==> src/rtl/ppio_pkg.sv <==
// Shared constants and types for the programmable parallel I/O block
package ppio_pkg;

    localparam int PPIO_DW = 8;

    // Register select codes
    localparam logic [1:0] PPIO_ADDR_FIRST = 2'h0;
    localparam logic [1:0] PPIO_ADDR_SECOND = 2'h1;
    localparam logic [1:0] PPIO_ADDR_THIRD = 2'h2;
    localparam logic [1:0] PPIO_ADDR_CTRL = 2'h3;

    // Control word layout, mode-set form (flag bit high)
    localparam int PPIO_CW_FLAG = 7;
    localparam int PPIO_CW_A_MODE_HI = 6;
    localparam int PPIO_CW_A_MODE_LO = 5;
    localparam int PPIO_CW_A_DIR = 4;
    localparam int PPIO_CW_CU_DIR = 3;
    localparam int PPIO_CW_B_MODE = 2;
    localparam int PPIO_CW_B_DIR = 1;
    localparam int PPIO_CW_CL_DIR = 0;

    // Control word layout, bit set/reset form (flag bit low)
    localparam int PPIO_BSR_SEL_HI = 3;
    localparam int PPIO_BSR_SEL_LO = 1;
    localparam int PPIO_BSR_VAL = 0;

    // Third port handshake line positions
    localparam int PPIO_PC_A_IRQ_OUT = 3;
    localparam int PPIO_PC_A_STB = 4;
    localparam int PPIO_PC_A_IBF = 5;
    localparam int PPIO_PC_A_ACK = 6;
    localparam int PPIO_PC_A_OBF = 7;
    localparam int PPIO_PC_B_IRQ_OUT = 0;
    localparam int PPIO_PC_B_FLAG = 1;
    localparam int PPIO_PC_B_STB = 2;

    // Reset values
    localparam logic [7:0] PPIO_RST_LATCH = 8'h00;
    localparam logic PPIO_RST_DIR_IN = 1'b1;
    localparam logic [7:0] PPIO_RST_BUS = 8'h00;

    // Reset pulse minimums, owed by the system, in cycles of mclk
    localparam int PPIO_CLK_NS = 10;
    localparam int PPIO_RST_POWERON_US = 50;
    localparam int PPIO_RST_LATER_NS = 500;
    localparam int PPIO_RST_POWERON_CYC = (PPIO_RST_POWERON_US * 1000 + PPIO_CLK_NS - 1) / PPIO_CLK_NS;
    localparam int PPIO_RST_LATER_CYC = (PPIO_RST_LATER_NS + PPIO_CLK_NS - 1) / PPIO_CLK_NS;

    typedef enum logic [1:0] {PPIO_BASIC, PPIO_STROBED, PPIO_BIDIR} ppio_mode_e;

    function automatic ppio_mode_e ppio_mode_of(input logic [1:0] f);
        return f[1] ? PPIO_BIDIR : (f[0] ? PPIO_STROBED : PPIO_BASIC);
    endfunction

endpackage

==> src/rtl/ppio_hs.sv <==
// Strobe/acknowledge handshake channel for one 8-bit port
`timescale 1ns/1ps
module ppio_hs (
    input wire logic mclk, // System clock
    input wire logic rst, // Synchronous reset, active high
    input wire logic clr, // Mode set pulse, clears all flags
    input wire logic use_in, // Strobed input direction active
    input wire logic use_out, // Strobed output direction active
    input wire logic stb_n, // Input latch strobe, active low
    input wire logic ack_n, // Output acknowledge, active low
    input wire logic inte_in, // Input interrupt enable
    input wire logic inte_out, // Output interrupt enable
    input wire logic rd_start, // Host read of this port begins
    input wire logic rd_end, // Host read of this port ends
    input wire logic wr_start, // Host write of this port begins
    input wire logic wr_end, // Host write of this port ends
    output logic input_full_flag, // Input latch holds unread data
    output logic output_full_flag_n, // Output latch full, active low
    output logic irq_out, // Interrupt request
    output logic capture // Load input latch this cycle
);
    import ppio_pkg::*;

    logic stb_n_q, ack_n_q, irq_out_in_q, irq_out_out_q;
    logic ibf_d, obf_n_d, irq_out_in_d, irq_out_out_d;

    wire stb_rise = stb_n & ~stb_n_q;
    wire ack_rise = ack_n & ~ack_n_q;

    // Latch is transparent while strobe is low; the last level before release sticks
    assign capture = use_in & ~stb_n;
    // Strobe wins over a read that ends in the same cycle
    assign ibf_d = (use_in & ~stb_n) ? 1'b1 : (rd_end ? 1'b0 : input_full_flag);
    // A finished write wins over an acknowledge in the same cycle
    assign obf_n_d = (use_out & wr_end) ? 1'b0 : ((use_out & ~ack_n) ? 1'b1 : output_full_flag_n);
    assign irq_out_in_d = (use_in & stb_rise & input_full_flag) ? 1'b1 : (rd_start ? 1'b0 : irq_out_in_q);
    assign irq_out_out_d = (use_out & ack_rise & output_full_flag_n) ? 1'b1 : (wr_start ? 1'b0 : irq_out_out_q);

    always_ff @(posedge mclk) begin
        stb_n_q <= stb_n;
        ack_n_q <= ack_n;
        if (rst || clr) begin
            input_full_flag <= 1'b0;
            output_full_flag_n <= 1'b1;
            irq_out_in_q <= 1'b0;
            irq_out_out_q <= 1'b0;
            irq_out <= 1'b0;
        end else begin
            input_full_flag <= ibf_d;
            output_full_flag_n <= obf_n_d;
            irq_out_in_q <= irq_out_in_d;
            irq_out_out_q <= irq_out_out_d;
            irq_out <= (irq_out_in_d & inte_in & use_in) | (irq_out_out_d & inte_out & use_out);
        end
    end

endmodule // ppio_hs

==> src/rtl/ppio_top.sv <==
// Programmable parallel I/O: host bus decode, mode control and three ports
// Operation
// Basic mode: outputs latched, inputs pass through
// Four independent direction fields give sixteen layouts
// Strobed mode: handshake lines on third port
// Two groups: 8-bit port plus 4-bit part
// Strobed data ports latched in either direction
// Bidirectional first port, both directions latched
// Third port bits 3-7 carry bidirectional handshake
// Second port stays independent during bidirectional mode
// Read drives addressed port onto data bus
// Write takes bus into port or control
// Bus floats when deselected or idle
// Host uses only defined strobe combinations
// Control words select the operating modes
// Reset held 50 us first, 500 ns later; the bench holds the first one for only 16 cycles of mclk
// Reset clears control, ports to input
// Control register cannot be read back
// Group one: first port, upper nibble
// Commit write at end of write cycle
`timescale 1ns/1ps
module ppio_top (
    input wire logic mclk, // System clock, 100 MHz
    input wire logic rst, // Synchronous reset, active high
    input wire logic cs_n, // Chip select, active low
    input wire logic rd_n, // Read strobe, active low
    input wire logic wr_n, // Write strobe, active low
    input wire logic [1:0] register_select_lines, // Port or control select
    input wire logic [ppio_pkg::PPIO_DW-1:0] data_in, // Host data bus, inbound
    output logic [ppio_pkg::PPIO_DW-1:0] data_out, // Host data bus, outbound
    output logic data_oe, // Host data bus drive enable
    input wire logic [ppio_pkg::PPIO_DW-1:0] first_port_lines_in, // First port pin levels
    output logic [ppio_pkg::PPIO_DW-1:0] first_port_lines_out, // First port drive value
    output logic [ppio_pkg::PPIO_DW-1:0] first_port_lines_oe, // First port drive enable
    input wire logic [ppio_pkg::PPIO_DW-1:0] second_port_lines_in, // Second port pin levels
    output logic [ppio_pkg::PPIO_DW-1:0] second_port_lines_out, // Second port drive value
    output logic [ppio_pkg::PPIO_DW-1:0] second_port_lines_oe, // Second port drive enable
    input wire logic [ppio_pkg::PPIO_DW-1:0] third_port_lines_in, // Third port pin levels
    output logic [ppio_pkg::PPIO_DW-1:0] third_port_lines_out, // Third port drive value
    output logic [ppio_pkg::PPIO_DW-1:0] third_port_lines_oe // Third port drive enable
);
    import ppio_pkg::*;

    ////////////////////////////////////////////////////////////////////////////////
    // Host bus decode

    logic rd_act_q, wr_act_q;
    logic [1:0] rd_addr_q, wr_addr_q;
    logic [PPIO_DW-1:0] wr_data_q;

    // Illegal strobe mixes are the host's to avoid; they decode as idle here
    wire rd_act = ~cs_n & ~rd_n & wr_n;
    wire wr_act = ~cs_n & ~wr_n & rd_n;

    wire rd_start = rd_act & ~rd_act_q;
    wire rd_end = ~rd_act & rd_act_q;
    wire wr_start = wr_act & ~wr_act_q;
    wire wr_end = ~wr_act & wr_act_q;

    wire rd_start_a = rd_start & (register_select_lines == PPIO_ADDR_FIRST);
    wire rd_start_b = rd_start & (register_select_lines == PPIO_ADDR_SECOND);
    wire rd_end_a = rd_end & (rd_addr_q == PPIO_ADDR_FIRST);
    wire rd_end_b = rd_end & (rd_addr_q == PPIO_ADDR_SECOND);
    wire wr_start_a = wr_start & (register_select_lines == PPIO_ADDR_FIRST);
    wire wr_start_b = wr_start & (register_select_lines == PPIO_ADDR_SECOND);

    wire wr_a = wr_end & (wr_addr_q == PPIO_ADDR_FIRST);
    wire wr_b = wr_end & (wr_addr_q == PPIO_ADDR_SECOND);
    wire wr_c = wr_end & (wr_addr_q == PPIO_ADDR_THIRD);
    wire wr_ctl = wr_end & (wr_addr_q == PPIO_ADDR_CTRL);
    wire mode_set = wr_ctl & wr_data_q[PPIO_CW_FLAG];
    wire bit_set = wr_ctl & ~wr_data_q[PPIO_CW_FLAG];
    wire [2:0] bsr_sel = wr_data_q[PPIO_BSR_SEL_HI:PPIO_BSR_SEL_LO];

    // Address and data are held from the last active cycle, as the write trails off
    always_ff @(posedge mclk) begin
        if (rst) begin
            rd_act_q <= 1'b0;
            wr_act_q <= 1'b0;
            rd_addr_q <= PPIO_ADDR_FIRST;
            wr_addr_q <= PPIO_ADDR_FIRST;
            wr_data_q <= PPIO_RST_BUS;
        end else begin
            rd_act_q <= rd_act;
            wr_act_q <= wr_act;
            if (rd_act) begin
                rd_addr_q <= register_select_lines;
            end
            if (wr_act) begin
                wr_addr_q <= register_select_lines;
                wr_data_q <= data_in;
            end
        end
    end

    ////////////////////////////////////////////////////////////////////////////////
    // Mode control

    ppio_mode_e a_mode_q, b_mode_q;
    logic a_in_q, cu_in_q, b_in_q, cl_in_q;

    // Group one owns the first port and upper nibble, group two the rest
    always_ff @(posedge mclk) begin
        if (rst) begin
            a_mode_q <= PPIO_BASIC;
            a_in_q <= PPIO_RST_DIR_IN;
            cu_in_q <= PPIO_RST_DIR_IN;
        end else if (mode_set) begin
            a_mode_q <= ppio_mode_of(wr_data_q[PPIO_CW_A_MODE_HI:PPIO_CW_A_MODE_LO]);
            a_in_q <= wr_data_q[PPIO_CW_A_DIR];
            cu_in_q <= wr_data_q[PPIO_CW_CU_DIR];
        end
    end

    // Group two fields load independently of group one's mode
    always_ff @(posedge mclk) begin
        if (rst) begin
            b_mode_q <= PPIO_BASIC;
            b_in_q <= PPIO_RST_DIR_IN;
            cl_in_q <= PPIO_RST_DIR_IN;
        end else if (mode_set) begin
            b_mode_q <= wr_data_q[PPIO_CW_B_MODE] ? PPIO_STROBED : PPIO_BASIC;
            b_in_q <= wr_data_q[PPIO_CW_B_DIR];
            cl_in_q <= wr_data_q[PPIO_CW_CL_DIR];
        end
    end

    wire a_bidir = (a_mode_q == PPIO_BIDIR);
    wire a_strb = (a_mode_q == PPIO_STROBED);
    wire a_hs_any = a_bidir | a_strb;
    wire a_hs_in = a_bidir | (a_strb & a_in_q);
    wire a_hs_out = a_bidir | (a_strb & ~a_in_q);
    wire b_hs_any = (b_mode_q == PPIO_STROBED);
    wire b_hs_in = b_hs_any & b_in_q;
    wire b_hs_out = b_hs_any & ~b_in_q;

    ////////////////////////////////////////////////////////////////////////////////
    // Port latches

    logic [PPIO_DW-1:0] a_lat_q, b_lat_q, c_lat_q;
    logic [PPIO_DW-1:0] a_inl_q, b_inl_q;
    logic a_cap, b_cap;

    // Output latches; a mode set clears them along with the handshake flags
    always_ff @(posedge mclk) begin
        if (rst || mode_set) begin
            a_lat_q <= PPIO_RST_LATCH;
            b_lat_q <= PPIO_RST_LATCH;
            c_lat_q <= PPIO_RST_LATCH;
        end else begin
            if (wr_a) begin
                a_lat_q <= wr_data_q;
            end
            if (wr_b) begin
                b_lat_q <= wr_data_q;
            end
            if (wr_c) begin
                c_lat_q <= wr_data_q;
            end else if (bit_set) begin
                c_lat_q[bsr_sel] <= wr_data_q[PPIO_BSR_VAL];
            end
        end
    end

    // Input latches are deliberately outside reset so data survives it
    always_ff @(posedge mclk) begin
        if (a_cap) begin
            a_inl_q <= first_port_lines_in;
        end
        if (b_cap) begin
            b_inl_q <= second_port_lines_in;
        end
    end

    ////////////////////////////////////////////////////////////////////////////////
    // Handshake channels

    logic a_ibf, a_obf_n, a_irq_out, b_ibf, b_obf_n, b_irq_out;

    ppio_hs u_hs_a (
        .mclk(mclk),
        .rst(rst),
        .clr(mode_set),
        .use_in(a_hs_in),
        .use_out(a_hs_out),
        .stb_n(third_port_lines_in[PPIO_PC_A_STB]),
        .ack_n(third_port_lines_in[PPIO_PC_A_ACK]),
        .inte_in(c_lat_q[PPIO_PC_A_STB]),
        .inte_out(c_lat_q[PPIO_PC_A_ACK]),
        .rd_start(rd_start_a),
        .rd_end(rd_end_a),
        .wr_start(wr_start_a),
        .wr_end(wr_a),
        .input_full_flag(a_ibf),
        .output_full_flag_n(a_obf_n),
        .irq_out(a_irq_out),
        .capture(a_cap)
    );

    ppio_hs u_hs_b (
        .mclk(mclk),
        .rst(rst),
        .clr(mode_set),
        .use_in(b_hs_in),
        .use_out(b_hs_out),
        .stb_n(third_port_lines_in[PPIO_PC_B_STB]),
        .ack_n(third_port_lines_in[PPIO_PC_B_STB]),
        .inte_in(c_lat_q[PPIO_PC_B_STB]),
        .inte_out(c_lat_q[PPIO_PC_B_STB]),
        .rd_start(rd_start_b),
        .rd_end(rd_end_b),
        .wr_start(wr_start_b),
        .wr_end(wr_b),
        .input_full_flag(b_ibf),
        .output_full_flag_n(b_obf_n),
        .irq_out(b_irq_out),
        .capture(b_cap)
    );

    ////////////////////////////////////////////////////////////////////////////////
    // Third port line ownership

    logic [PPIO_DW-1:0] hs_drv, hs_pin, hs_val, grp_oe, c_oe_d, c_drv_d, c_rd;

    // Lines driven as handshake outputs
    assign hs_drv = {a_hs_out, 1'b0, a_hs_in, 1'b0, a_hs_any, 1'b0, b_hs_any, b_hs_any};
    // Lines sampled as strobe or acknowledge
    assign hs_pin = {1'b0, a_hs_out, 1'b0, a_hs_in, 1'b0, b_hs_any, 1'b0, 1'b0};
    assign hs_val = {a_obf_n, 1'b0, a_ibf, 1'b0, a_irq_out, 1'b0, (b_hs_in ? b_ibf : b_obf_n), b_irq_out};
    assign grp_oe = {{4{~cu_in_q}}, {4{~cl_in_q}}};

    // Lines left over by the handshake follow their nibble's direction
    assign c_oe_d = hs_drv | (grp_oe & ~(hs_drv | hs_pin));
    assign c_drv_d = (hs_drv & hs_val) | (~hs_drv & c_lat_q);
    // Strobe positions read back the interrupt enable rather than the pin
    assign c_rd = (hs_pin & c_lat_q) | (~hs_pin & c_oe_d & c_drv_d) | (~hs_pin & ~c_oe_d & third_port_lines_in);

    ////////////////////////////////////////////////////////////////////////////////
    // First and second port read and drive

    logic [PPIO_DW-1:0] a_rd, b_rd, rd_mux;
    logic a_oe_d, b_oe_d;

    // Basic inputs are unlatched; strobed and bidirectional inputs read the latch
    assign a_rd = a_hs_in ? a_inl_q : (a_in_q & ~a_hs_any ? first_port_lines_in : a_lat_q);
    assign b_rd = b_hs_in ? b_inl_q : (b_in_q ? second_port_lines_in : b_lat_q);
    // Bidirectional port drives only while the peripheral acknowledges
    assign a_oe_d = a_bidir ? ~third_port_lines_in[PPIO_PC_A_ACK] : ~a_in_q;
    assign b_oe_d = ~b_in_q;

    // Control word address reads as zero since the register is write-only
    assign rd_mux = (register_select_lines == PPIO_ADDR_FIRST) ? a_rd :
                    (register_select_lines == PPIO_ADDR_SECOND) ? b_rd :
                    (register_select_lines == PPIO_ADDR_THIRD) ? c_rd : PPIO_RST_BUS;

    ////////////////////////////////////////////////////////////////////////////////
    // Registered outputs

    // Every pin is retimed once; the cost is one cycle of latency on all of them
    // Host data bus: value is forced to zero while floating so nothing stale leaks
    always_ff @(posedge mclk) begin
        if (rst) begin
            data_out <= PPIO_RST_BUS;
            data_oe <= 1'b0;
        end else begin
            data_out <= rd_act ? rd_mux : PPIO_RST_BUS;
            data_oe <= rd_act;
        end
    end

    // First port
    always_ff @(posedge mclk) begin
        if (rst) begin
            first_port_lines_out <= PPIO_RST_LATCH;
            first_port_lines_oe <= '0;
        end else begin
            first_port_lines_out <= a_lat_q;
            first_port_lines_oe <= {PPIO_DW{a_oe_d}};
        end
    end

    // Second port
    always_ff @(posedge mclk) begin
        if (rst) begin
            second_port_lines_out <= PPIO_RST_LATCH;
            second_port_lines_oe <= '0;
        end else begin
            second_port_lines_out <= b_lat_q;
            second_port_lines_oe <= {PPIO_DW{b_oe_d}};
        end
    end

    // Third port, per-line enables from the ownership map above
    always_ff @(posedge mclk) begin
        if (rst) begin
            third_port_lines_out <= PPIO_RST_LATCH;
            third_port_lines_oe <= '0;
        end else begin
            third_port_lines_out <= c_drv_d;
            third_port_lines_oe <= c_oe_d;
        end
    end

endmodule // ppio_top

==> config.mk <==
export PLATFORM = sky130hd
export DESIGN_NAME = ppio_top
export DESIGN_NICKNAME = d
export VERILOG_FILES = /design/src/rtl/ppio_pkg.sv /design/src/rtl/ppio_hs.sv /design/src/rtl/ppio_top.sv
export SDC_FILE = /design/constraint.sdc
export NUM_CORES = 1
export LEC_CHECK = 0
export ABC_AREA = 1
export BUFFER_PORTS_ARGS = -buffer_cell sky130_fd_sc_hd__clkbuf_2
export CAP_MARGIN = 20
export CORE_MARGIN = 2
export CORE_UTILIZATION = 55
export DETAILED_ROUTE_END_ITERATION = 6
export PLACE_DENSITY = 0.8
export SYNTH_ARGS = -nofsm -noshare
export SYNTH_HDL_FRONTEND = slang
export SYNTH_SLANG_ARGS = --single-unit
==> constraint.sdc <==
create_clock -name mclk -period 2.4 [get_ports mclk]
set_input_delay 0.48 -clock mclk [delete_from_list [all_inputs] [get_ports mclk]]
set_output_delay 0.48 -clock mclk [all_outputs]
set_load 0.005 [all_outputs]
==> results_dict.tcl, run 1 <==
set metrics [dict create \
    skew_ns 0.007485 \
    globalplace.congestion 0.9215 \
    first_pass_iters 5 \
    cts_max_level 4 \
    worstSkewPairLatency_ns 0.52 \
    fillers 723 \
    netlist.area_leader.share 0.4023 \
    setup_viol 0 \
    rr_startpoint "a_mode_q[1]" \
    netlist_area_um2 4926 \
    synth_ff_type "dfxtp_1" \
    first_global_vias 4329 \
    slew_violations 0 \
    ir_drop_mv 0.5337 \
    grt_antenna_before_repair 0 \
    clockBufferDepth 2 \
    dp_cells 810 \
    drc 0 \
    p_leak_nw 2.730 \
    fin_setup_tns_ns 0 \
    avgSynthCellArea_um2 7.733 \
    rr_endpoint "a_inl_q[6]" \
    viasPerCell 5.517 \
    cts.clk_slew.worst_paths_ns 0.05 \
    rows 34 \
    min_path_type "input pin to register" \
    ant_nets 0 \
    synth_area_leaders "dfxtp_1 (40%), nand2_1 (12%), edfxtp_1 (9.8%)" \
    start_kind "register" \
    area_growth_pct 19.53 \
    hp-start "third_port_lines_in[4]" \
    drt-total-wl_um 13040 \
    diodes 0 \
    cts.sinks 115 \
    hold-path-endpoint "u_hs_a.stb_n_q" \
    netlist_instances 637 \
    max-slew-margin-rel 0.5343 \
    synth-edff-count 16 \
    synth.largest_area_cell "dfxtp_1" \
    die_area_um2 9729 \
    seq_area_frac_synth 0.4999 \
    cts_resized 0 \
    initial_core_util 0.5648 \
    setup_slack_ns 0.4270 \
    startpoint "a_mode_q[1]" \
    crit_required_ns 2.55 \
    worstHoldPathCells 1 \
    final_nets 762 \
    synthArstFlopShare 0 \
    grt_usage 0.2723 \
    grt-ovfl-total 0 \
    hold_violations 0 \
    fin_cells 842 \
    post_cts_buffers 0 \
    drtIter0Drc 406 \
    fin_crit_sh 0.8221 \
    max_freq_mhz 506.8 \
    yosysWarningCount 0 \
    grt_max_degree 41 \
    numCtsBuffers 17 \
    clockRootBuffer "clkbuf_8" \
    worstSetupEndpointType "register" \
    pre_cts_slack_ns 0.4428 \
    cts-hold-fix-buffers 0 \
    worst_pin_slew_ns 0.6960 \
    rsz0062_at_grt "no" \
    portBuffers 95 \
    drv_cap 0 \
    worstRegToRegCells 6 \
    grt_pass1_wl_um 20700 \
    final_util 0.6752 \
    tritoncts "yes" \
    powerDensity_nw_per_um2 792.4 \
    status "complete, no violations" \
    synth-seq-cells 115 \
    core-area_um2 8721 \
    cp_max_fo 16 \
    chipHeight_um 98.64 \
    path_class "register to register" \
    vias 4645 \
    hpwl_um 9095 \
    io_pins 96 \
    die_w_um 98.64 \
    synthTopCellsByCount "nand2_1 (160), dfxtp_1 (99), nor2_1 (86)" \
    period_minus_slack_ns 1.973 \
    rrSetupSlack_ns 0.43 \
    wl_per_cell_um 15.49 \
    arrival_ns 2.12 \
    ys_types 36 \
    yosysMostFrequentCell "nand2_1" \
    synthesis.nets 678 \
    layout-drive-gt1-share 0.2139 \
]
-- cell usage in the layout (no fill, tap or decap), types with 2 or more instances in the layout --
| cell | n |
|---|---|
| a21oi_1 | 39 |
| bufinv_16 | 3 |
| nand4_1 | 6 |
| clkbuf_2 | 95 |
| edfxtp_1 | 16 |
| nor3_1 | 6 |
| dfxtp_1 | 99 |
| clkinv_2 | 4 |
| o21ai_0 | 32 |
| nor2_1 | 86 |
| nand2_4 | 2 |
| o21ai_1 | 4 |
| inv_1 | 65 |
| clkinv_4 | 2 |
| nand3_1 | 43 |
| o211ai_1 | 6 |
| nor2_4 | 3 |
| clkinvlp_4 | 3 |
| nand2_1 | 160 |
| ha_1 | 2 |
| nand2_2 | 4 |
| and2_1 | 2 |
| a211oi_1 | 4 |
| buf_4 | 3 |
| inv_2 | 8 |
| clkbuf_16 | 16 |
| nor2_2 | 5 |
| nand3_2 | 2 |
-- stage by stage --
| stage | hold slack, ns | cell area, um2 | power (mW) |
|---|---|---|---|
| after floorplan | 0.4163 | 4926 | 2.151 |
| after global placement | 0.4352 | 5308 | 2.227 |
| after detailed placement | 0.4317 | 5308 | 2.232 |
| after CTS | 0.09770 | 5888 | 4.670 |
| after global routing | 0.09627 | 5888 | 4.787 |
| final | 0.1024 | 5888 | 4.666 |
-- flip-flops by register name (all words and copies together) (netlist names), 2 cells and up --
register and cells:
a_inl_q 8, a_lat_q 8, a_mode_q 2, b_inl_q 8, b_lat_q 8, c_lat_q 8, data_out 8, first_port_lines_out 8
rd_addr_q 2, second_port_lines_out 8, third_port_lines_oe 7, third_port_lines_out 8, wr_addr_q 2, wr_data_q 8
-- layout make-up --
| type | count | area, um2 | share of cell area |
|---|---|---|---|
| timing repair buffer | 98 | 498.0 | 0.08457 |
| clock buffer | 18 | 417.9 | 0.07097 |
| multi-input combinational | 416 | 1938 | 0.3292 |
| clock inverter | 14 | 162.7 | 0.02762 |
| tap | 108 | 135.1 | 0.02295 |
| sequential | 115 | 2462 | 0.4182 |
| inverter | 73 | 274.0 | 0.04654 |
-- worst max-delay path by stage --
stage / to / slack (ns) / depth (start not counted)
2_1_floorplan: a_inl_q[0] / 0.68 / 7
3_3_place_gp: u_hs_a.irq_out / 0.48 / 8
3_5_place_dp: u_hs_a.irq_out / 0.44 / 8
4_1_cts: a_inl_q[6] / 0.44 / 6
5_1_grt: a_inl_q[6] / 0.27 / 6
6_report: a_inl_q[6] / 0.43 / 6
-- cells by family after synthesis --
family,Yosys count,synth area share
buffers and inverters,106,0.1067
flip-flops,115,0.4999
AND/OR/NAND/NOR,322,0.2819
adder cells (fa/ha/maj),2,0.005079
AO/OA/AOI/OAI,92,0.1064
-- worst max-delay path: stages, from the launching register on --
cell     delay [ns]
dfxtp_1        0.31
inv_1          0.08
ha_1           0.20
nand2_1        0.10
nand2_2        0.18
inv_2          0.16
nor2_1         0.57
-- report_power, final --
| group | total [mW] | switching [mW] | leakage, nW | internal, mW |
|---|---|---|---|---|
| combinational | 0.198 | 0.129 | 1.51 | 0.0684 |
| sequential | 2.00 | 0.0288 | 0.944 | 1.97 |
| clock | 2.47 | 0.895 | 0.278 | 1.57 |
| total | 4.67 | 1.05 | 2.73 | 3.61 |
-- per-layer routing --
metal / GRT usage / up-vias / routed length [um] / share of wire
met5: 0 / - / 0 / 0
met4: 0.1064 / 0 / 466 / 0.036
met3: 0.06170 / 45 / 1254 / 0.096
met2: 0.4710 / 263 / 6370 / 0.49
met1: 0.3305 / 2131 / 4951 / 0.38
li1: - / 2206 / - / -
No activity file was read; power rests on OpenSTA's default activity.
==> run 2, diff against run 1 <==
==> constraint.sdc (replaced) <==
create_clock -name mclk -period 2.05 [get_ports mclk]
set_input_delay 0.41 -clock mclk [delete_from_list [all_inputs] [get_ports mclk]]
set_output_delay 0.41 -clock mclk [all_outputs]
set_load 0.005 [all_outputs]
==> run 2 against run 1 <==
  * Power is 19% higher
  * Critical path type unchanged
  * Global-route usage is 0.31 points lower
  * Clock-buffer cell count is 1 higher
  * Die area stayed put
  * Sequential power is 17% higher
  * Setup slack worse by 0.21 ns
  * Hold slack worse by 0.082 ns
  * Wire length is 0.17% lower
  * Combinational power is 23% higher
  * Clock skew is 0.0014 ns lower
  * Non-clock buffer count is 7 higher
  * Cell count is 0.71% higher
==> results_dict.tcl, run 2 (synthesized netlist as in run 1, its figures left out) <==
set metrics [dict create \
    max-slew-margin-rel 0.4687 \
    rrSetupSlack_ns 0.21 \
    initial_core_util 0.5648 \
    power_frac_clock 0.536 \
    grt-ovfl-total 0 \
    powerDensity_nw_per_um2 934.7 \
    grt_pass1_wl_um 20380 \
    worstSkewPairLatency_ns 0.52 \
    power.switching_mw 1.191 \
    first_pass_iters 5 \
    status "complete, no violations" \
    worst_hold_slack_ns 0.02088 \
    ant_nets 0 \
    seq_power_share 0.420 \
    post_cts_buffers 0 \
    pwr-share-comb 0.044 \
    slew_violations 0 \
    cts-hold-fix-buffers 0 \
    first_global_vias 4380 \
    portBuffers 95 \
    final_nets 769 \
    ir_drop_mv 0.5348 \
    cts.sinks 115 \
    max_freq_mhz 544.3 \
    rsz0062_at_grt "no" \
    min_path_type "input pin to register" \
    arrival_ns 2.26 \
    area_growth_pct 20.88 \
    met1_length_um 5366 \
    fin_setup_tns_ns 0 \
    grt_antenna_before_repair 0 \
    crit_required_ns 2.47 \
    skew_ns 0.006077 \
    core-area_um2 8721 \
    route.met2.wl_um 6353 \
    p_int_mw 4.374 \
    top_layer "met4" \
    vias 4574 \
    grt_usage 0.2693 \
    worstSetupEndpointType "register" \
    cts.clk_slew.worst_paths_ns 0.06 \
    die_w_um 98.64 \
    fin_crit_sh 0.8962 \
    die_area_um2 9729 \
    cts_max_level 4 \
    wl_per_cell_um 15.35 \
    drc 0 \
    clockRootBuffer "clkbuf_8" \
    rows 34 \
    tritoncts "yes" \
    mostFrequentLayoutCells "nand2_1 (160), dfxtp_1 (99), clkbuf_2 (95), nor2_1 (86), inv_1 (65)" \
    cts_resized 0 \
    drtIter0Drc 256 \
    drt-total-wl_um 13020 \
    setup_viol 0 \
    dp_cells 817 \
    layout-drive-gt1-share 0.2189 \
    hpwl_um 9035 \
    clockBufferDepth 2 \
    route.met3.wl_um 972 \
    numCtsBuffers 17 \
    design_area_um2 5954 \
    grt_max_degree 41 \
    globalplace.congestion 0.9246 \
    fin_cells 848 \
    hold_violations 0 \
    drv_cap 0 \
    path_class "register to register" \
    cp_max_fo 10 \
    switching_share 0.2141 \
    placed_area_um2 5360 \
    worst_pin_slew_ns 0.7940 \
    io_pins 96 \
    start_kind "register" \
    p_leak_nw 2.775 \
    chipHeight_um 98.64 \
    diodes 0 \
    period_minus_slack_ns 1.837 \
    power_mw 5.565 \
    viasPerCell 5.394 \
    final_common_cell "nand2_1" \
]
-- run 2: worst max-delay path: stages, from the launching register on --
cell	delay, ns
dfxtp_1	0.33
inv_1	0.06
ha_1	0.39
nand2_1	0.31
inv_1	0.17
nand2_1	0.11
nand3_1	0.07
nand2_1	0.10
nand3_1	0.08
nand2_1	0.07
inv_1	0.04
-- run 2: per-layer routing --
| layer | vias to the layer above | global-route usage |
|---|---|---|
| li1 | 2212 | - |
| met1 | 2121 | 0.3224 |
| met2 | 209 | 0.4652 |
| met3 | 32 | 0.06312 |
| met4 | 0 | 0.1138 |
| met5 | - | 0 |
-- run 2: cell type report --
class	instances	area [um2]
fillers	678	2766
flip-flops and latches	115	2462
multi-input cells	416	1938
repair buffers	105	550.5
clock buffers	19	431.7
inverters	73	274.0
clock inverters	12	162.7
well taps	108	135.1
-- run 2: metrics by stage --
step	setup slack, ns	util
2_1_floorplan	0.3304	-
3_3_place_gp	0.3013	0.6146
3_5_place_dp	0.2976	0.6146
4_1_cts	0.2277	0.6828
5_1_grt	0.09102	0.6828
6_report	0.2129	0.6828
-- run 2: worst paths after layout --
kind / from / cells past startpoint / to
max: a_mode_q[0] / 10 / data_out[0]
min reg2reg: b_lat_q[7] / 2 / second_port_lines_out[7]
min: third_port_lines_in[4] / 1 / u_hs_a.stb_n_q
max reg2reg: a_mode_q[0] / 10 / data_out[0]
-- run 2: power groups by stage --
stage / clock, mW / combinational (mW) / sequential, mW
floorplan: 0 / 0.147 / 2.37
CTS: 3.00 / 0.240 / 2.34
finish: 2.98 / 0.243 / 2.34
detailed placement: 0 / 0.236 / 2.39
global placement: 0 / 0.231 / 2.38
global route: 3.09 / 0.265 / 2.34
==> run 3, diff against run 2 <==
--- a/config.mk
+++ b/config.mk
@@ -5,13 +5,12 @@
 export SDC_FILE = /design/constraint.sdc
 export NUM_CORES = 1
 export LEC_CHECK = 0
-export ABC_AREA = 1
 export BUFFER_PORTS_ARGS = -buffer_cell sky130_fd_sc_hd__clkbuf_2
 export CAP_MARGIN = 20
 export CORE_MARGIN = 2
-export CORE_UTILIZATION = 55
+export CORE_UTILIZATION = 54
 export DETAILED_ROUTE_END_ITERATION = 6
-export PLACE_DENSITY = 0.8
+export PLACE_DENSITY = 0.79
 export SYNTH_ARGS = -nofsm -noshare
 export SYNTH_HDL_FRONTEND = slang
 export SYNTH_SLANG_ARGS = --single-unit
==> constraint.sdc (replaced) <==
create_clock -name mclk -period 2 [get_ports mclk]
set_input_delay 0.4 -clock mclk [delete_from_list [all_inputs] [get_ports mclk]]
set_output_delay 0.4 -clock mclk [all_outputs]
set_load 0.005 [all_outputs]
==> run 3 against run 2 <==
  * Synthesized cell count down 21%
  * Sequential power up 2%
  * Final area down 1.7%
  * Combinational power down 12%
  * Largest power group unchanged
  * Core utilization down 0.53 points
  * Critical path type unchanged
  * Maximum frequency up 0.29%
  * Register-to-register slack worse by 0.04 ns
  * Critical path depth down 7
  * Non-clock buffer count up 18
  * Global-route usage down 0.62 points
  * Power down 5.8%
  * Sequential share of layout area up 0.73 points
==> results_dict.tcl, run 3 <==
set metrics [dict create \
    status "complete, no violations" \
    design_area_um2 5851 \
    skew_ns 0.006247 \
    rrSetupSlack_ns 0.17 \
    synth_ff_type "dfxtp_1" \
    synthTopCellsByCount "dfxtp_1 (99), nor2_1 (51), nand2_1 (50)" \
    wl_per_cell_um 17.73 \
    max_freq_mhz 545.9 \
    netlist_area_um2 4758 \
    initial_core_util 0.5510 \
    yosysWarningCount 0 \
    grt_usage 0.2631 \
    chipHeight_um 97.87 \
    synth_area_leaders "dfxtp_1 (42%), edfxtp_1 (10%), mux2i_1 (7.8%)" \
    grt_max_degree 32 \
    rr_startpoint "wr_data_q[3]" \
    cts_resized 0 \
    netlist.area_leader.share 0.4165 \
    yosysMostFrequentCell "dfxtp_1" \
    switching_share 0.2208 \
    setup_slack_ns 0.1682 \
    power_frac_clock 0.505 \
    rows 34 \
    p_int_mw 4.087 \
    pre_cts_slack_ns 0.1237 \
    crit_required_ns 2.38 \
    drt-total-wl_um 12610 \
    seq_area_frac_synth 0.5175 \
    ant_nets 0 \
    start_kind "register" \
    hp-start "third_port_lines_in[2]" \
    post_cts_buffers 0 \
    ir_drop_mv 0.5660 \
    tritoncts "yes" \
    path_class "register to register" \
    viasPerCell 5.788 \
    setup_viol 0 \
    slew_violations 0 \
    vias 4115 \
    clockBufferDepth 2 \
    cts_max_level 4 \
    hpwl_um 8739 \
    min_path_type "input pin to register" \
    cts-hold-fix-buffers 0 \
    grt_antenna_before_repair 0 \
    p_leak_nw 2.482 \
    ys_types 57 \
    first_pass_iters 5 \
    worstSetupEndpointType "register" \
    fin_cells 711 \
    period_minus_slack_ns 1.832 \
    worst_pin_slew_ns 0.6041 \
    cts.sinks 115 \
    rr_endpoint "c_lat_q[5]" \
    hold_violations 0 \
    final_util 0.6775 \
    cts.clk_slew.worst_paths_ns 0.05 \
    final_nets 632 \
    arrival_ns 2.21 \
    dp_cells 680 \
    layout-drive-gt1-share 0.2670 \
    grt-ovfl-total 0 \
    final_common_cell "dfxtp_1" \
    worstHoldPathCells 1 \
    area_growth_pct 22.96 \
    cp_max_fo 10 \
    netlist_instances 501 \
    worstRegToRegCells 3 \
    synthArstFlopShare 0 \
    rsz0062_at_grt "no" \
    max-slew-margin-rel 0.5918 \
    numCtsBuffers 17 \
    grt_pass1_wl_um 19640 \
    clockRootBuffer "clkbuf_8" \
    die_w_um 97.87 \
    drv_cap 0 \
    worstSkewPairLatency_ns 0.51 \
    drtIter0Drc 252 \
    mostFrequentLayoutCells "dfxtp_1 (99), clkbuf_2 (95), nor2_1 (51), nand2_1 (50), a21oi_1 (42)" \
    synth.largest_area_cell "dfxtp_1" \
    io_pins 96 \
    worst_hold_slack_ns 0.06207 \
    synthesis.nets 542 \
    portBuffers 95 \
    avgSynthCellArea_um2 9.498 \
    placed_area_um2 5319 \
    powerDensity_nw_per_um2 896.5 \
    die_area_um2 9579 \
    diodes 0 \
    pwr-share-comb 0.041 \
    globalplace.congestion 0.8738 \
    drc 0 \
    hold-path-endpoint "u_hs_b.stb_n_q" \
    power_mw 5.245 \
    first_global_vias 3994 \
    core-area_um2 8636 \
    fin_crit_sh 0.9159 \
    synth-seq-cells 115 \
    seq_power_share 0.455 \
    fin_setup_tns_ns 0 \
    power.switching_mw 1.158 \
    synth-edff-count 16 \
]
-- run 3: cell types whose count changed in the layout (fill, tap and decap cells not counted), moves of 6 or more --
cell / previous run / this run
inv_2: 8 / 0
nand2_1: 160 / 50
nand3_1: 43 / 12
inv_1: 65 / 5
o21ai_0: 32 / 16
o211ai_1: 6 / 0
nor2_1: 86 / 51
buf_4: 10 / 27
nor4_1: 0 / 8
nor2b_1: 0 / 31
mux2i_1: 0 / 37
-- run 3: worst max path at each step --
| stage | startpoint | endpoint | cells after the start |
|---|---|---|---|
| 2_1_floorplan | a_mode_q[0] | a_inl_q[0] | 5 |
| 3_3_place_gp | rd_n | u_hs_b.irq_out | 5 |
| 3_5_place_dp | rd_n | u_hs_b.irq_out | 5 |
| 4_1_cts | wr_act_q | c_lat_q[5] | 4 |
| 5_1_grt | wr_data_q[3] | c_lat_q[5] | 3 |
| 6_report | wr_data_q[3] | c_lat_q[5] | 3 |
-- run 3: per-layer routing --
layer	share of wire	GRT usage	vias to the layer above
met3	0.087	0.07158	35
met4	0.029	0.1143	0
met1	0.41	0.3338	1937
li1	-	-	1928
met5	0	0	-
met2	0.47	0.4231	215
-- run 3: worst max-delay path, stage by stage (launching register included) --
cell,delay [ns]
dfxtp_1,0.59
nor4bb_1,0.54
nor4b_1,0.43
nor4_1,0.13
-- run 3: kinds of logic (layout without fill, tap and decap cells) --
logic type / count (synthesis) / count (layout) / synth area share
and+or+nand+nor: 192 / 192 / 0.2035
DFF: 115 / 115 / 0.5175
AOI/OAI and AO/OA: 96 / 96 / 0.1304
buffers and inverters: 57 / 159 / 0.06127
muxes: 38 / 38 / 0.08020
adders and majority gates: 2 / 2 / 0.005258
xor gates and xnor gates: 1 / 1 / 0.001841
-- run 3: area by class of cell --
type                            count  area, um2
Tap cell                          108      135.1
Inverter                            5      18.77
Multi-Input combinational cell    329       2009
Clock buffer                       22      474.2
Sequential cell                   115       2462
Clock inverter                      9      52.55
Fill cell                         693       2785
Timing Repair Buffer              123      698.2
-- run 3: power groups by stage --
stage | clock, mW | sequential, mW | combinational, mW
after floorplan | 0 | 2.42 | 0.118
after global placement | 0 | 2.43 | 0.205
after detailed placement | 0 | 2.43 | 0.209
after CTS | 2.67 | 2.38 | 0.212
after global routing | 2.76 | 2.38 | 0.232
final | 2.65 | 2.38 | 0.214
